--- config.mk ---
export PLATFORM = sky130hd
export DESIGN_NAME = output_mode_regs
export DESIGN_NICKNAME = d
export VERILOG_FILES = /design/src/logic/dac_output_matrix.v /design/src/logic/output_mode_regs.v
export VERILOG_INCLUDE_DIRS = /design/src /design/src/logic
export SDC_FILE = /design/constraint.sdc
export NUM_CORES = 1
export LEC_CHECK = 0
export ABC_AREA = 1
export ABC_CLOCK_PERIOD_IN_PS = 2100
export BUFFER_PORTS_ARGS = -buffer_cell sky130_fd_sc_hd__buf_2
export CORE_ASPECT_RATIO = 0.7
export CORE_UTILIZATION = 55
export CTS_CLUSTER_DIAMETER = 80
export CTS_CLUSTER_SIZE = 28
export DETAILED_ROUTE_END_ITERATION = 10
export HOLD_SLACK_MARGIN = 0.06
export PLACE_DENSITY_LB_ADDON = 0.15
export SETUP_SLACK_MARGIN = 0.02
export SYNTH_ARGS = -nofsm -noshare
export SYNTH_HDL_FRONTEND = slang
export SYNTH_HIERARCHICAL = 1
export SYNTH_SLANG_ARGS = --single-unit
--- constraint.sdc ---
create_clock -name core_clk -period 2.1 [get_ports core_clk]
set_clock_uncertainty 0.05 [all_clocks]
set_input_delay 0.21 -clock core_clk [delete_from_list [all_inputs] [get_ports core_clk]]
set_output_delay 0.21 -clock core_clk [all_outputs]
set_load 0.01 [all_outputs]
--- src/logic/mode_reg_defines.vh ---
// Register map, field positions and output levels of the output mode register bank
`ifndef MODE_REG_DEFINES_VH
`define MODE_REG_DEFINES_VH

// ---------------------------------------------------------------
// Sub-addresses
// ---------------------------------------------------------------
`define OUT_MODE_ADDR    8'h03
`define OUT_SEL_ADDR     8'h04

// ---------------------------------------------------------------
// Fields of output_vbi_teletext_mode
// ---------------------------------------------------------------
`define REV_LSB          0
`define REV_MSB          1
`define VBI_PASS_POS     2
`define DAC_ARR_POS      3
`define EXTRA_CHROMA_POS 4
`define TTX_INSERT_POS   5
`define TTX_REQ_MODE_POS 6
`define DEF_COLOR_POS    7
`define OUT_MODE_RST     8'h00
`define OUT_MODE_WMASK   8'hFC

// ---------------------------------------------------------------
// Fields of the adjacent output-select register
// ---------------------------------------------------------------
`define OUT_SEL_POS      0
`define YPBPR_POS        1
`define OUT_SEL_RST      2'h0

// ---------------------------------------------------------------
// DAC codes for forced levels
// ---------------------------------------------------------------
`define BLACK_LEVEL      10'h0F0
`define NEUTRAL_LEVEL    10'h200
`define TTX_HIGH_LEVEL   10'h2E0

`endif

--- src/logic/dac_output_matrix.v ---
// Video source selection and forcing for the three DAC outputs
`timescale 1ns/10ps
module dac_output_matrix (
  // Clock and reset
  input  wire       core_clk,
  input  wire       reset_n,
  // Configuration
  input  wire       vbi_pass_bit,
  input  wire       dac_arrangement_bit,
  input  wire       extra_chroma_bit,
  input  wire       teletext_insert_bit,
  input  wire       default_color_bit,
  input  wire       output_select_bit,
  input  wire       component_ypbpr_bit,
  input  wire       slave_mode0,
  input  wire       blank_input_ctrl,
  input  wire [2:0] dac_power_on,
  // Video samples and line status
  input  wire [9:0] cvbs_in,
  input  wire [9:0] luma_in,
  input  wire [9:0] chroma_in,
  input  wire [9:0] red_in,
  input  wire [9:0] green_in,
  input  wire [9:0] blue_in,
  input  wire [9:0] pb_in,
  input  wire [9:0] pr_in,
  input  wire       vbi_line,
  input  wire       pixel_zero,
  input  wire       teletext_window,
  input  wire       teletext_bit,
  // DAC outputs
  output reg  [9:0] dac_a,
  output reg  [9:0] dac_b,
  output reg  [9:0] dac_c,
  output reg  [2:0] dac_enable
);
`include "mode_reg_defines.vh"

  wire       vbi_insert;
  wire       force_black;
  wire       ttx_on;
  reg  [9:0] y_v;
  reg  [9:0] cv_v;
  reg  [9:0] c_v;
  reg  [9:0] r_v;
  reg  [9:0] g_v;
  reg  [9:0] b_v;
  reg  [9:0] pb_v;
  reg  [9:0] pr_v;

  // ---------------------------------------------------------------
  // Blanking, default colour and teletext forcing
  // ---------------------------------------------------------------
  assign vbi_insert  = vbi_pass_bit & ~slave_mode0 & ~blank_input_ctrl;
  assign force_black = (vbi_line & ~vbi_insert) |
                       (pixel_zero & default_color_bit);
  assign ttx_on      = teletext_insert_bit & teletext_window;

  always @* begin
    y_v  = luma_in;
    cv_v = cvbs_in;
    c_v  = chroma_in;
    r_v  = red_in;
    g_v  = green_in;
    b_v  = blue_in;
    pb_v = pb_in;
    pr_v = pr_in;
    if (force_black) begin
      y_v  = `BLACK_LEVEL;
      cv_v = `BLACK_LEVEL;
      r_v  = `BLACK_LEVEL;
      g_v  = `BLACK_LEVEL;
      b_v  = `BLACK_LEVEL;
      c_v  = `NEUTRAL_LEVEL;
      pb_v = `NEUTRAL_LEVEL;
      pr_v = `NEUTRAL_LEVEL;
    end
    if (ttx_on) begin
      y_v  = teletext_bit ? `TTX_HIGH_LEVEL : `BLACK_LEVEL;
      cv_v = y_v;
    end
  end

  // ---------------------------------------------------------------
  // Output matrix, powered-down DACs hold zero
  // ---------------------------------------------------------------
  always @(posedge core_clk or negedge reset_n) begin
    if (!reset_n) begin
      dac_a      <= 10'h000;
      dac_b      <= 10'h000;
      dac_c      <= 10'h000;
      dac_enable <= 3'h0;
    end else begin
      dac_enable <= dac_power_on;
      if (!dac_power_on[0]) begin
        dac_a <= 10'h000;
      end else if (dac_arrangement_bit) begin
        dac_a <= (output_select_bit & ~component_ypbpr_bit) ? g_v : y_v;
      end else begin
        dac_a <= extra_chroma_bit ? c_v : cv_v;
      end
      if (!dac_power_on[1]) begin
        dac_b <= 10'h000;
      end else if (output_select_bit) begin
        dac_b <= component_ypbpr_bit ? pb_v : b_v;
      end else begin
        dac_b <= cv_v;
      end
      if (!dac_power_on[2]) begin
        dac_c <= 10'h000;
      end else if (output_select_bit) begin
        dac_c <= component_ypbpr_bit ? pr_v : r_v;
      end else begin
        dac_c <= c_v;
      end
    end
  end

endmodule

--- src/logic/output_mode_regs.v ---
// Output/VBI/teletext mode register with two-wire serial slave and DAC routing
//
// How it works
// - Mode register is eight bits at serial sub-address 03H.
// - Two lowest bits are read-only and return the revision code.
// - VBI pass bit on passes vertical-blanking data, otherwise those lines blank.
// - VBI insertion is disabled while running in slave timing mode zero.
// - Blank-input control overrides VBI pass; no VBI insertion then.
// - Arrangement bit moves DAC A from composite to luma or green.
// - Extra-chroma bit puts chroma on DAC A wherever it would carry composite.
// - Teletext pin data is inserted only when teletext-insert bit is 1.
// - Teletext request is steady high in mode 0, per-bit request in mode 1.
// - Zero pixels show colour 00000000 with bit 0, black with bit 1.
// - Output-select 0: B composite, C chroma; A composite or luma.
// - Output-select 1, RGB: B blue, C red; A composite or green.
// - Output-select 1, YPbPr: B Pb, C Pr; A composite or luma.
// - Each DAC powers on or off independently in every configuration.
// - Output-select bit picks composite or component mode.
// - YPbPr bit switches component DACs from RGB to YPbPr.
`timescale 1ns/10ps
module output_mode_regs #(
  parameter [6:0] SLAVE_ADDR = 7'h2A,  // Arbitrary bus address
  parameter [1:0] REV_CODE   = 2'h1    // Arbitrary revision value
) (
  // Clock and reset
  input  wire       core_clk,
  input  wire       reset_n,
  // Two-wire serial bus
  input  wire       scl_pin,
  input  wire       sda_in,
  output wire       sda_out,
  output reg        sda_oe_n,
  // Timing status
  input  wire       slave_mode0,
  input  wire       blank_input_ctrl,
  // Teletext
  input  wire       teletext_data_pin,
  input  wire       teletext_window,
  input  wire       teletext_bit_tick,
  output reg        teletext_request_pin,
  // Video
  input  wire [9:0] cvbs_in,
  input  wire [9:0] luma_in,
  input  wire [9:0] chroma_in,
  input  wire [9:0] red_in,
  input  wire [9:0] green_in,
  input  wire [9:0] blue_in,
  input  wire [9:0] pb_in,
  input  wire [9:0] pr_in,
  input  wire       vbi_line,
  input  wire       pixel_zero,
  input  wire [2:0] dac_power_on,
  // DAC outputs
  output wire [9:0] dac_a,
  output wire [9:0] dac_b,
  output wire [9:0] dac_c,
  output wire [2:0] dac_enable
);
`include "mode_reg_defines.vh"

  localparam [8:0] ST_IDLE  = 9'h001;
  localparam [8:0] ST_ADDR  = 9'h002;
  localparam [8:0] ST_ACK_A = 9'h004;
  localparam [8:0] ST_SUB   = 9'h008;
  localparam [8:0] ST_ACK_S = 9'h010;
  localparam [8:0] ST_WDATA = 9'h020;
  localparam [8:0] ST_ACK_W = 9'h040;
  localparam [8:0] ST_RDATA = 9'h080;
  localparam [8:0] ST_ACK_R = 9'h100;
  localparam [7:0] MODE_RST = `OUT_MODE_RST;

  reg  [2:0] s1_ff;
  reg  [2:0] s2_ff;
  reg  [2:0] s3_ff;
  reg  [2:0] flt_ff;
  reg  [2:0] prev_ff;
  reg  [8:0] state_ff;
  reg  [3:0] bit_cnt_ff;
  reg  [7:0] shift_ff;
  reg  [7:0] tx_ff;
  reg  [7:0] sub_ff;
  reg        nack_ff;
  reg  [7:2] mode_ff;
  reg  [1:0] sel_ff;
  wire       scl_rise;
  wire       scl_fall;
  wire       start_det;
  wire       stop_det;
  wire [7:0] rd_data;

  // ---------------------------------------------------------------
  // Register read decode
  // ---------------------------------------------------------------
  // Register values come in as arguments so the read mux follows every write
  function [7:0] read_reg;
    input [7:0] addr;
    input [7:2] mode;
    input [1:0] sel;
    begin
      case (addr)
        `OUT_MODE_ADDR: read_reg = {mode, REV_CODE};
        `OUT_SEL_ADDR:  read_reg = {6'h00, sel};
        default:        read_reg = 8'h00;
      endcase
    end
  endfunction

  assign rd_data = read_reg(sub_ff, mode_ff, sel_ff);
  assign sda_out = 1'b0;

  // ---------------------------------------------------------------
  // Pin synchronisers: bit 0 clock, bit 1 data, bit 2 teletext
  // ---------------------------------------------------------------
  always @(posedge core_clk or negedge reset_n) begin
    if (!reset_n) begin
      s1_ff   <= 3'h3;
      s2_ff   <= 3'h3;
      s3_ff   <= 3'h3;
      flt_ff  <= 3'h3;
      prev_ff <= 3'h3;
    end else begin
      s1_ff   <= {teletext_data_pin, sda_in, scl_pin};
      s2_ff   <= s1_ff;
      s3_ff   <= s2_ff;
      flt_ff  <= (s2_ff & s3_ff) | (flt_ff & (s2_ff ^ s3_ff));
      prev_ff <= flt_ff;
    end
  end

  assign scl_rise  = flt_ff[0] & ~prev_ff[0];
  assign scl_fall  = ~flt_ff[0] & prev_ff[0];
  assign start_det = flt_ff[0] & prev_ff[0] & ~flt_ff[1] & prev_ff[1];
  assign stop_det  = flt_ff[0] & prev_ff[0] & flt_ff[1] & ~prev_ff[1];

  // ---------------------------------------------------------------
  // Serial slave with sub-address auto-increment
  // ---------------------------------------------------------------
  always @(posedge core_clk or negedge reset_n) begin
    if (!reset_n) begin
      state_ff   <= ST_IDLE;
      bit_cnt_ff <= 4'h0;
      shift_ff   <= 8'h00;
      tx_ff      <= 8'h00;
      sub_ff     <= 8'h00;
      nack_ff    <= 1'b1;
      sda_oe_n   <= 1'b1;
      mode_ff    <= MODE_RST[7:2];
      sel_ff     <= `OUT_SEL_RST;
    end else if (start_det) begin
      state_ff   <= ST_ADDR;
      bit_cnt_ff <= 4'h0;
      sda_oe_n   <= 1'b1;
    end else if (stop_det) begin
      state_ff <= ST_IDLE;
      sda_oe_n <= 1'b1;
    end else if (scl_rise) begin
      if (state_ff == ST_ACK_R) begin
        nack_ff <= flt_ff[1];
      end else if (state_ff != ST_IDLE && state_ff != ST_ACK_A &&
                   state_ff != ST_ACK_S && state_ff != ST_ACK_W) begin
        shift_ff   <= {shift_ff[6:0], flt_ff[1]};
        bit_cnt_ff <= bit_cnt_ff + 4'h1;
      end
    end else if (scl_fall) begin
      case (state_ff)
        ST_ADDR: begin
          if (bit_cnt_ff == 4'h8) begin
            bit_cnt_ff <= 4'h0;
            if (shift_ff[7:1] == SLAVE_ADDR) begin
              sda_oe_n <= 1'b0;
              state_ff <= shift_ff[0] ? ST_ACK_R : ST_ACK_A;
              nack_ff  <= 1'b0;
            end else begin
              state_ff <= ST_IDLE;
            end
          end
        end
        ST_ACK_A: begin
          sda_oe_n <= 1'b1;
          state_ff <= ST_SUB;
        end
        ST_SUB: begin
          if (bit_cnt_ff == 4'h8) begin
            bit_cnt_ff <= 4'h0;
            sub_ff     <= shift_ff;
            sda_oe_n   <= 1'b0;
            state_ff   <= ST_ACK_S;
          end
        end
        ST_ACK_S, ST_ACK_W: begin
          sda_oe_n <= 1'b1;
          state_ff <= ST_WDATA;
        end
        ST_WDATA: begin
          if (bit_cnt_ff == 4'h8) begin
            bit_cnt_ff <= 4'h0;
            if (sub_ff == `OUT_MODE_ADDR) begin
              mode_ff <= shift_ff[7:2];
            end
            if (sub_ff == `OUT_SEL_ADDR) begin
              sel_ff <= shift_ff[1:0];
            end
            sub_ff   <= sub_ff + 8'h01;
            sda_oe_n <= 1'b0;
            state_ff <= ST_ACK_W;
          end
        end
        ST_RDATA: begin
          if (bit_cnt_ff == 4'h8) begin
            bit_cnt_ff <= 4'h0;
            sub_ff     <= sub_ff + 8'h01;
            sda_oe_n   <= 1'b1;
            state_ff   <= ST_ACK_R;
          end else begin
            tx_ff    <= {tx_ff[6:0], 1'b0};
            sda_oe_n <= tx_ff[6];
          end
        end
        ST_ACK_R: begin
          if (nack_ff) begin
            sda_oe_n <= 1'b1;
            state_ff <= ST_IDLE;
          end else begin
            tx_ff      <= rd_data;
            sda_oe_n   <= rd_data[7];
            bit_cnt_ff <= 4'h0;
            state_ff   <= ST_RDATA;
          end
        end
        default: begin
          sda_oe_n <= 1'b1;
          state_ff <= ST_IDLE;
        end
      endcase
    end
  end

  // ---------------------------------------------------------------
  // Teletext request
  // ---------------------------------------------------------------
  always @(posedge core_clk or negedge reset_n) begin
    if (!reset_n) begin
      teletext_request_pin <= 1'b0;
    end else begin
      teletext_request_pin <= teletext_window & mode_ff[`TTX_INSERT_POS] &
                              (~mode_ff[`TTX_REQ_MODE_POS] | teletext_bit_tick);
    end
  end

  // ---------------------------------------------------------------
  // DAC routing
  // ---------------------------------------------------------------
  dac_output_matrix u_matrix (
    .core_clk            (core_clk),
    .reset_n             (reset_n),
    .vbi_pass_bit        (mode_ff[`VBI_PASS_POS]),
    .dac_arrangement_bit (mode_ff[`DAC_ARR_POS]),
    .extra_chroma_bit    (mode_ff[`EXTRA_CHROMA_POS]),
    .teletext_insert_bit (mode_ff[`TTX_INSERT_POS]),
    .default_color_bit   (mode_ff[`DEF_COLOR_POS]),
    .output_select_bit   (sel_ff[`OUT_SEL_POS]),
    .component_ypbpr_bit (sel_ff[`YPBPR_POS]),
    .slave_mode0         (slave_mode0),
    .blank_input_ctrl    (blank_input_ctrl),
    .dac_power_on        (dac_power_on),
    .cvbs_in             (cvbs_in),
    .luma_in             (luma_in),
    .chroma_in           (chroma_in),
    .red_in              (red_in),
    .green_in            (green_in),
    .blue_in             (blue_in),
    .pb_in               (pb_in),
    .pr_in               (pr_in),
    .vbi_line            (vbi_line),
    .pixel_zero          (pixel_zero),
    .teletext_window     (teletext_window),
    .teletext_bit        (flt_ff[2]),
    .dac_a               (dac_a),
    .dac_b               (dac_b),
    .dac_c               (dac_c),
    .dac_enable          (dac_enable)
  );

endmodule

==> impl_metrics.toml, run 1 <==
[status]
run_status = "complete, no violations"

[detailed_routing]
drt_iter0_drc = 453
vias_per_cell = 5.45
drc = 0
post_drt_wl_per_cell_um = 15.2
wirelength_mm = 14.9
first_pass_iteration_count_of_the_detailed_router = 6
antenna_violating_nets_post_route = 0
via_count = 5353

[layout]
final_layout_size_suffix_gt1_share_pct = 29.7
fill_cells = 739
fin_nets = 954
antenna_cells_inserted = 0
multi_input_area_sq_um = 2750
postLayoutCellArea_sq_um = 6880
layout-area-overhead-vs-synth_pct = 22.6
layout.area.seq_sq_um = 2370

[critical_path]
timing.critical_path.to_type = "register"
critPathMaxFanout = 6
reg2reg_from = "flt_ff[0]"
cp-start-kind = "register"
reg2reg_depth = 8
reg2reg_slack_ps = 100
critPathLaunch = "flt_ff[0]"
critical_path.endpoint = "mode_ff[7]"
cp.required_ps = 2280
worst-endpoint-arrival_ps = 2180
path_class = "reg -> reg"
rr_endpoint = "mode_ff[7]"

[clock_tree]
clk_pin_slew_worst_paths_ps = 70
clock_tree.buffer_depth = 2
cts_tree = "done"
cts-buffers-inserted = 9
htree_levels = 3
clock_insertion_delay_worst_skew_ps = 340
cts.root.buffer_cell = "clkbuf_16"
clock_sink_count = 94

[yosys]
synth_cells = 704
synthArstFlopShare_pct = 100
ys.flop_type = "dfrtp_1"
postSynthAreaPerCell_sq_um = 7.96
synth_enable_flop_cells = 0
postSynthRegisterBits = 94
synth_cell_types = 51
ys_seq_area_share_pct = 42.2
yosysWarnings = 6
synth_area_sq_um = 5610
synth_nets = 808

[hold_path]
min-delay-path-class = "in -> reg"

[timing]
achievable-frequency_mhz = 499
final-setup-viol-count = 0
grt_setup_unrepaired = "true"
post-route-period-util_pct = 95.4
hold_violations = 0
slew_violations = 0
min_period_ps = 2000

[global_route]
groute.usage.overall_pct = 28.9
vias_in_the_first_global_route = 4708
grt_overflow_total = 0
grt_pass1_wl_mm = 23.4
number_of_antenna_violations_at_the_first_check_in_global_routing = 0
maximum_number_of_pins_on_one_net_before_global_route_repair = 63

[power_and_ir_drop]
pwr-share-comb_pct = 31.7
power_switching_share_pct = 34.7
netSwitchingPower_mw = 2.18
report.power.total_mw = 6.27
power_report.internal_total_mw = 4.10
seqPwrFrac_pct = 36.7
cellLeakagePower_nw = 3.54
vdd_ir_drop_max_mv = 0.498
power.share.clock_pct = 31.6
power-per-cell-area_nw_per_um2 = 913

[floorplan]
floorplan.die.width_um = 123
fp-row-count = 30
floorplan.io_pins = 130
die-height_um = 86.5
initial_core_utilization_pct = 57.2
die_footprint_sq_um = 10600
design.core.area_sq_um = 9800

[flow_run]
max_cap_violations = 0

[place]
place.detailed.hpwl_mm = 11.4
gp_routability_congestion = 0.925
portBuffers = 128
dpl-instance-area_sq_um = 6320
registers in the layout (all words and copies together), names as in the netlist, 6 cells and up:
signal / count
u_matrix/dac_a: 10
u_matrix/dac_b: 10
u_matrix/dac_c: 10
state_ff: 9
shift_ff: 8
sub_ff: 8
tx_ff: 7
mode_ff: 6
per-layer routing:
metal  vias up  track usage (%)  part of all wire (%)
met5         -                0                     0
met4         0             4.88                  0.78
met3        17             6.97                   9.3
met2       252             40.9                    42
met1      2501             44.8                    48
li1       2583                -                     -
area by class of cell:
type | instances | area share [%]
clock buffer | 10 | 3.33
timing repair buffer | 157 | 13.1
inverter | 86 | 4.79
sequential | 94 | 34.4
multi-input combinational | 502 | 40.0
tap | 128 | 2.33
clock inverter | 6 | 1.95
through the flow:
step	hold WS (ps)	std cells	setup slack [ps]	setup TNS (ps)	utilization (%)
floorplan	-136	704	185	0	-
global placement	50.9	948	169	0	64.5
detailed placement	56.8	948	79.7	0	64.5
CTS	60.0	971	64.9	0	68.9
global route	60.6	983	-9.75	-9.75	70.2
finish	68.7	983	97.4	0	70.2
worst min-delay path by stage:
stage	start	to	slack, ps	depth (start not counted)
2_1_floorplan	reset_n	bit_cnt_ff[0]	-140	0
3_3_place_gp	reset_n	state_ff[3]	50	1
3_5_place_dp	reset_n	state_ff[3]	60	1
4_1_cts	teletext_window	teletext_request_pin	60	2
5_1_grt	teletext_window	teletext_request_pin	60	2
6_report	teletext_window	teletext_request_pin	70	2
cell families (layout without fill, tap and decap cells):
group                      Yosys count  after routing  synth area share (%)
and+or+nand+nor                    352            352                  30.5
AOI/OAI and AO/OA                  120            121                  12.8
buffers and inverters              109            259                  9.08
DFF                                 94             94                  42.2
muxes                               11             11                  1.99
adders and majority gates           10             10                  2.23
xor gates and xnor gates             7              7                  1.09
other                                1              1                0.0669
synthesized netlist by cell type (all sizes together), types with 2 or more instances:
master  instances  area share [%]
a21oi          24             2.7
xor2            5            0.78
clkbuf          4            0.33
mux2i          10             1.8
nor3           11             1.1
inv            84             5.7
ha             10             2.2
a21o            3            0.40
dfstp          13             6.1
nor2           68             6.5
xnor2           2            0.31
dfrtp          81              36
nand2         191              14
clkinv          2            0.13
nand4           7            0.78
o21ai          76             7.3
nand3          68             6.7
nand3b          2            0.49
o22ai           5            0.56
nor3b           4            0.54
o211ai          8             1.3
buf            19             2.9
timing repair:
item / in CTS / in global routing
setup endpoints to repair: 0 / 24
setup buffers: 0 / 11
hold buffers: 7 / 0
hold endpoints to repair: 64 / 0
gates resized for setup: 0 / 4
power groups by stage:
stage                     Sequential [mW]  Combinational (mW)  Clock [mW]
after floorplan                      2.30                1.37           0
after global placement               2.32                1.79           0
after detailed placement             2.34                1.85           0
after CTS                            2.30                1.87        2.01
after global routing                 2.34                2.21        2.09
final                                2.31                1.99        1.98
cell usage in the layout, fill, tap and decap left out, types with 9 or more instances in the layout:
master,synthesis,routed
nand2_2,8,9
clkbuf_16,0,9
o21ai_1,25,25
nand2_1,176,175
inv_1,70,70
mux2i_1,10,10
nor2_2,11,12
inv_2,13,13
nor2_1,47,46
nor2_4,9,9
ha_1,10,10
dfrtp_1,81,81
a21oi_1,18,18
dfstp_2,13,13
nor3_1,10,10
o21ai_0,45,45
buf_4,3,21
nand3_1,61,61
buf_2,8,127
worst max-delay path, stage by stage (launching register included):
cell,delay (ps)
dfstp_2,580
ha_1,200
nand3_2,170
nand2_2,200
nor2_2,80
nand2_2,130
inv_2,50
nand3_1,100
mux2_1,330
Note: power is estimated with default switching activity, not from simulation.
==> inputs of run 2 (changes only) <==
--- a/config.mk
+++ b/config.mk
@@ -10,6 +10,7 @@
 export ABC_CLOCK_PERIOD_IN_PS = 2100
 export BUFFER_PORTS_ARGS = -buffer_cell sky130_fd_sc_hd__buf_2
 export CORE_ASPECT_RATIO = 0.7
+export CORE_MARGIN = 3
 export CORE_UTILIZATION = 55
 export CTS_CLUSTER_DIAMETER = 80
 export CTS_CLUSTER_SIZE = 28
==> run 2 against run 1 <==
  * Final cell count is 0.31% lower
  * Design area is 0.86% lower
  * Critical path type unchanged
  * Sequential cell count is the same
  * Largest power group unchanged
  * Sequential share of layout area increased by 0.30 points
  * Maximum frequency increased by 1.3%
  * Sequential power is essentially flat
==> impl_metrics.toml, run 2 (synthesis gave the netlist of run 1 again) <==
[detailed_routing]
antenna_violating_nets_post_route = 0
first_pass_iteration_count_of_the_detailed_router = 5
drc = 0
wirelength_mm = 15.3
via_count = 5338
vias_per_cell = 5.45
drt_iter0_drc = 486
post_drt_wl_per_cell_um = 15.6

[floorplan]
floorplan.io_pins = 130
fp-row-count = 30
die-height_um = 90.5
initial_core_utilization_pct = 57.2
floorplan.die.width_um = 127
die_footprint_sq_um = 11500
design.core.area_sq_um = 9800

[place]
gp_routability_congestion = 0.897
numPlacedInstances = 948
portBuffers = 128
dpl-instance-area_sq_um = 6320
place.detailed.hpwl_mm = 11.2

[power_and_ir_drop]
vdd_ir_drop_max_mv = 0.713
report.power.total_mw = 6.03
cellLeakagePower_nw = 3.51
power-per-cell-area_nw_per_um2 = 884

[clock_tree]
clk_pin_slew_worst_paths_ps = 70
clock_insertion_delay_worst_skew_ps = 340
cts_tree = "done"
cts.root.buffer_cell = "clkbuf_16"
cts-buffers-inserted = 9
htree_levels = 3
clock_tree.buffer_depth = 2
clock_sink_count = 94

[global_route]
groute.usage.overall_pct = 26.8
vias_in_the_first_global_route = 5007
grt_pass1_wl_mm = 24.7
maximum_number_of_pins_on_one_net_before_global_route_repair = 49
number_of_antenna_violations_at_the_first_check_in_global_routing = 0
grt_overflow_total = 0

[layout]
final-instance-count-excl-fill = 980
postLayoutCellArea_sq_um = 6820
reg.largest.list = "u_matrix/dac_a x10, u_matrix/dac_b x10, u_matrix/dac_c x10"
finish.utilization_pct = 69.6
antenna_cells_inserted = 0
fin_nets = 951
commonest_non_fill_non_tap_cell_in_the_layout = "nand2_1"
layout.cells.most_common_list = "nand2_1, buf_2, dfrtp_1, inv_1, nand3_1"
final_layout_size_suffix_gt1_share_pct = 29.3
layout-area-overhead-vs-synth_pct = 21.6

[critical_path]
reg2reg_from = "prev_ff[0]"
cp_cell_sequence = "inv_1 > ha_1 > inv_2 > nand2_1 > nor2_2 > nand2_1 > inv_2 > nand3_1 > mux2_1"
cp.required_ps = 2280
critical_path_buf_inv_count = 3
worst-endpoint-arrival_ps = 2150
rr_endpoint = "mode_ff[7]"
cp-start-kind = "register"
reg2reg_slack_ps = 120
timing.critical_path.to_type = "register"
critical-path-max-stage-delay_ps = 540
critPathMaxFanout = 3
reg2reg_depth = 9
worst_path_max_delay_cell = "dfstp_2"
path_class = "reg -> reg"
path_delay_family = "flip-flops"

[timing]
hold_violations = 0
post-route-period-util_pct = 94.1
min_period_ps = 1980
achievable-frequency_mhz = 506
final-setup-viol-count = 0
fin_setup_tns_ps = 0
grt_setup_unrepaired = "false"
slew_violations = 0
slew-limit-headroom_pct = 62.8
max_slew.worst_pin.slew_ps = 557

[status]
run_status = "complete, no violations"

[flow_run]
max_cap_violations = 0

[hold_path]
timing.hold.worst_endpoint = "u_matrix/dac_c[6]"
min-delay-path-class = "in -> reg"
min_delay_path_depth = 3
hold_path.startpoint = "red_in[6]"
## run 2: repair_timing
item,4_1_cts,5_1_grt
hold buffers,8,0
gates resized for setup,0,3
setup buffers,0,8
endpoints found under the setup margin,0,22
endpoints found under the hold margin,88,0
## run 2: area by class of cell
type	instances	area, sq um
well taps	128	160
clock inverters	6	66.3
fillers	809	2980
repair buffers	155	903
flip-flops and latches	94	2370
multi-input cells	501	2740
clock buffers	10	250
inverters	86	325
## run 2: how the worst max path moves through the flow
stage,from,end,slack (ps),cells past startpoint
floorplan,prev_ff[0],mode_ff[7],190,9
global placement,prev_ff[0],sub_ff[7],160,9
detailed placement,prev_ff[0],sub_ff[7],90,9
CTS,prev_ff[0],sub_ff[7],70,9
global route,prev_ff[0],sub_ff[1],20,10
finish,prev_ff[0],mode_ff[7],120,9
## run 2: stage by stage
stage	worst slack, ps	hold WS (ps)
2_1_floorplan	185	-136
6_report	123	67.2
3_3_place_gp	157	14.2
4_1_cts	69.8	60.8
5_1_grt	19.5	72.1
3_5_place_dp	88.6	13.0
## run 2: worst register-to-register path, cell delays in order (launching register included)
cell,delay (ps)
dfstp_2,540
inv_1,50
ha_1,200
inv_2,60
nand2_1,90
nor2_2,190
nand2_1,140
inv_2,80
nand3_1,110
mux2_1,350
## run 2: metal layers
layer	wire length (um)	global-route usage, %
met1	7180	42.1
met2	6480	37.5
met3	1460	5.50
met4	204	6.70
met5	0	0
## run 2: power breakdown
group / internal (mW) / total (mW) / switching (mW)
Clock: 1.00 / 1.73 / 0.729
Combinational: 0.736 / 1.99 / 1.25
Sequential: 2.09 / 2.31 / 0.227
Total: 3.82 / 6.03 / 2.21
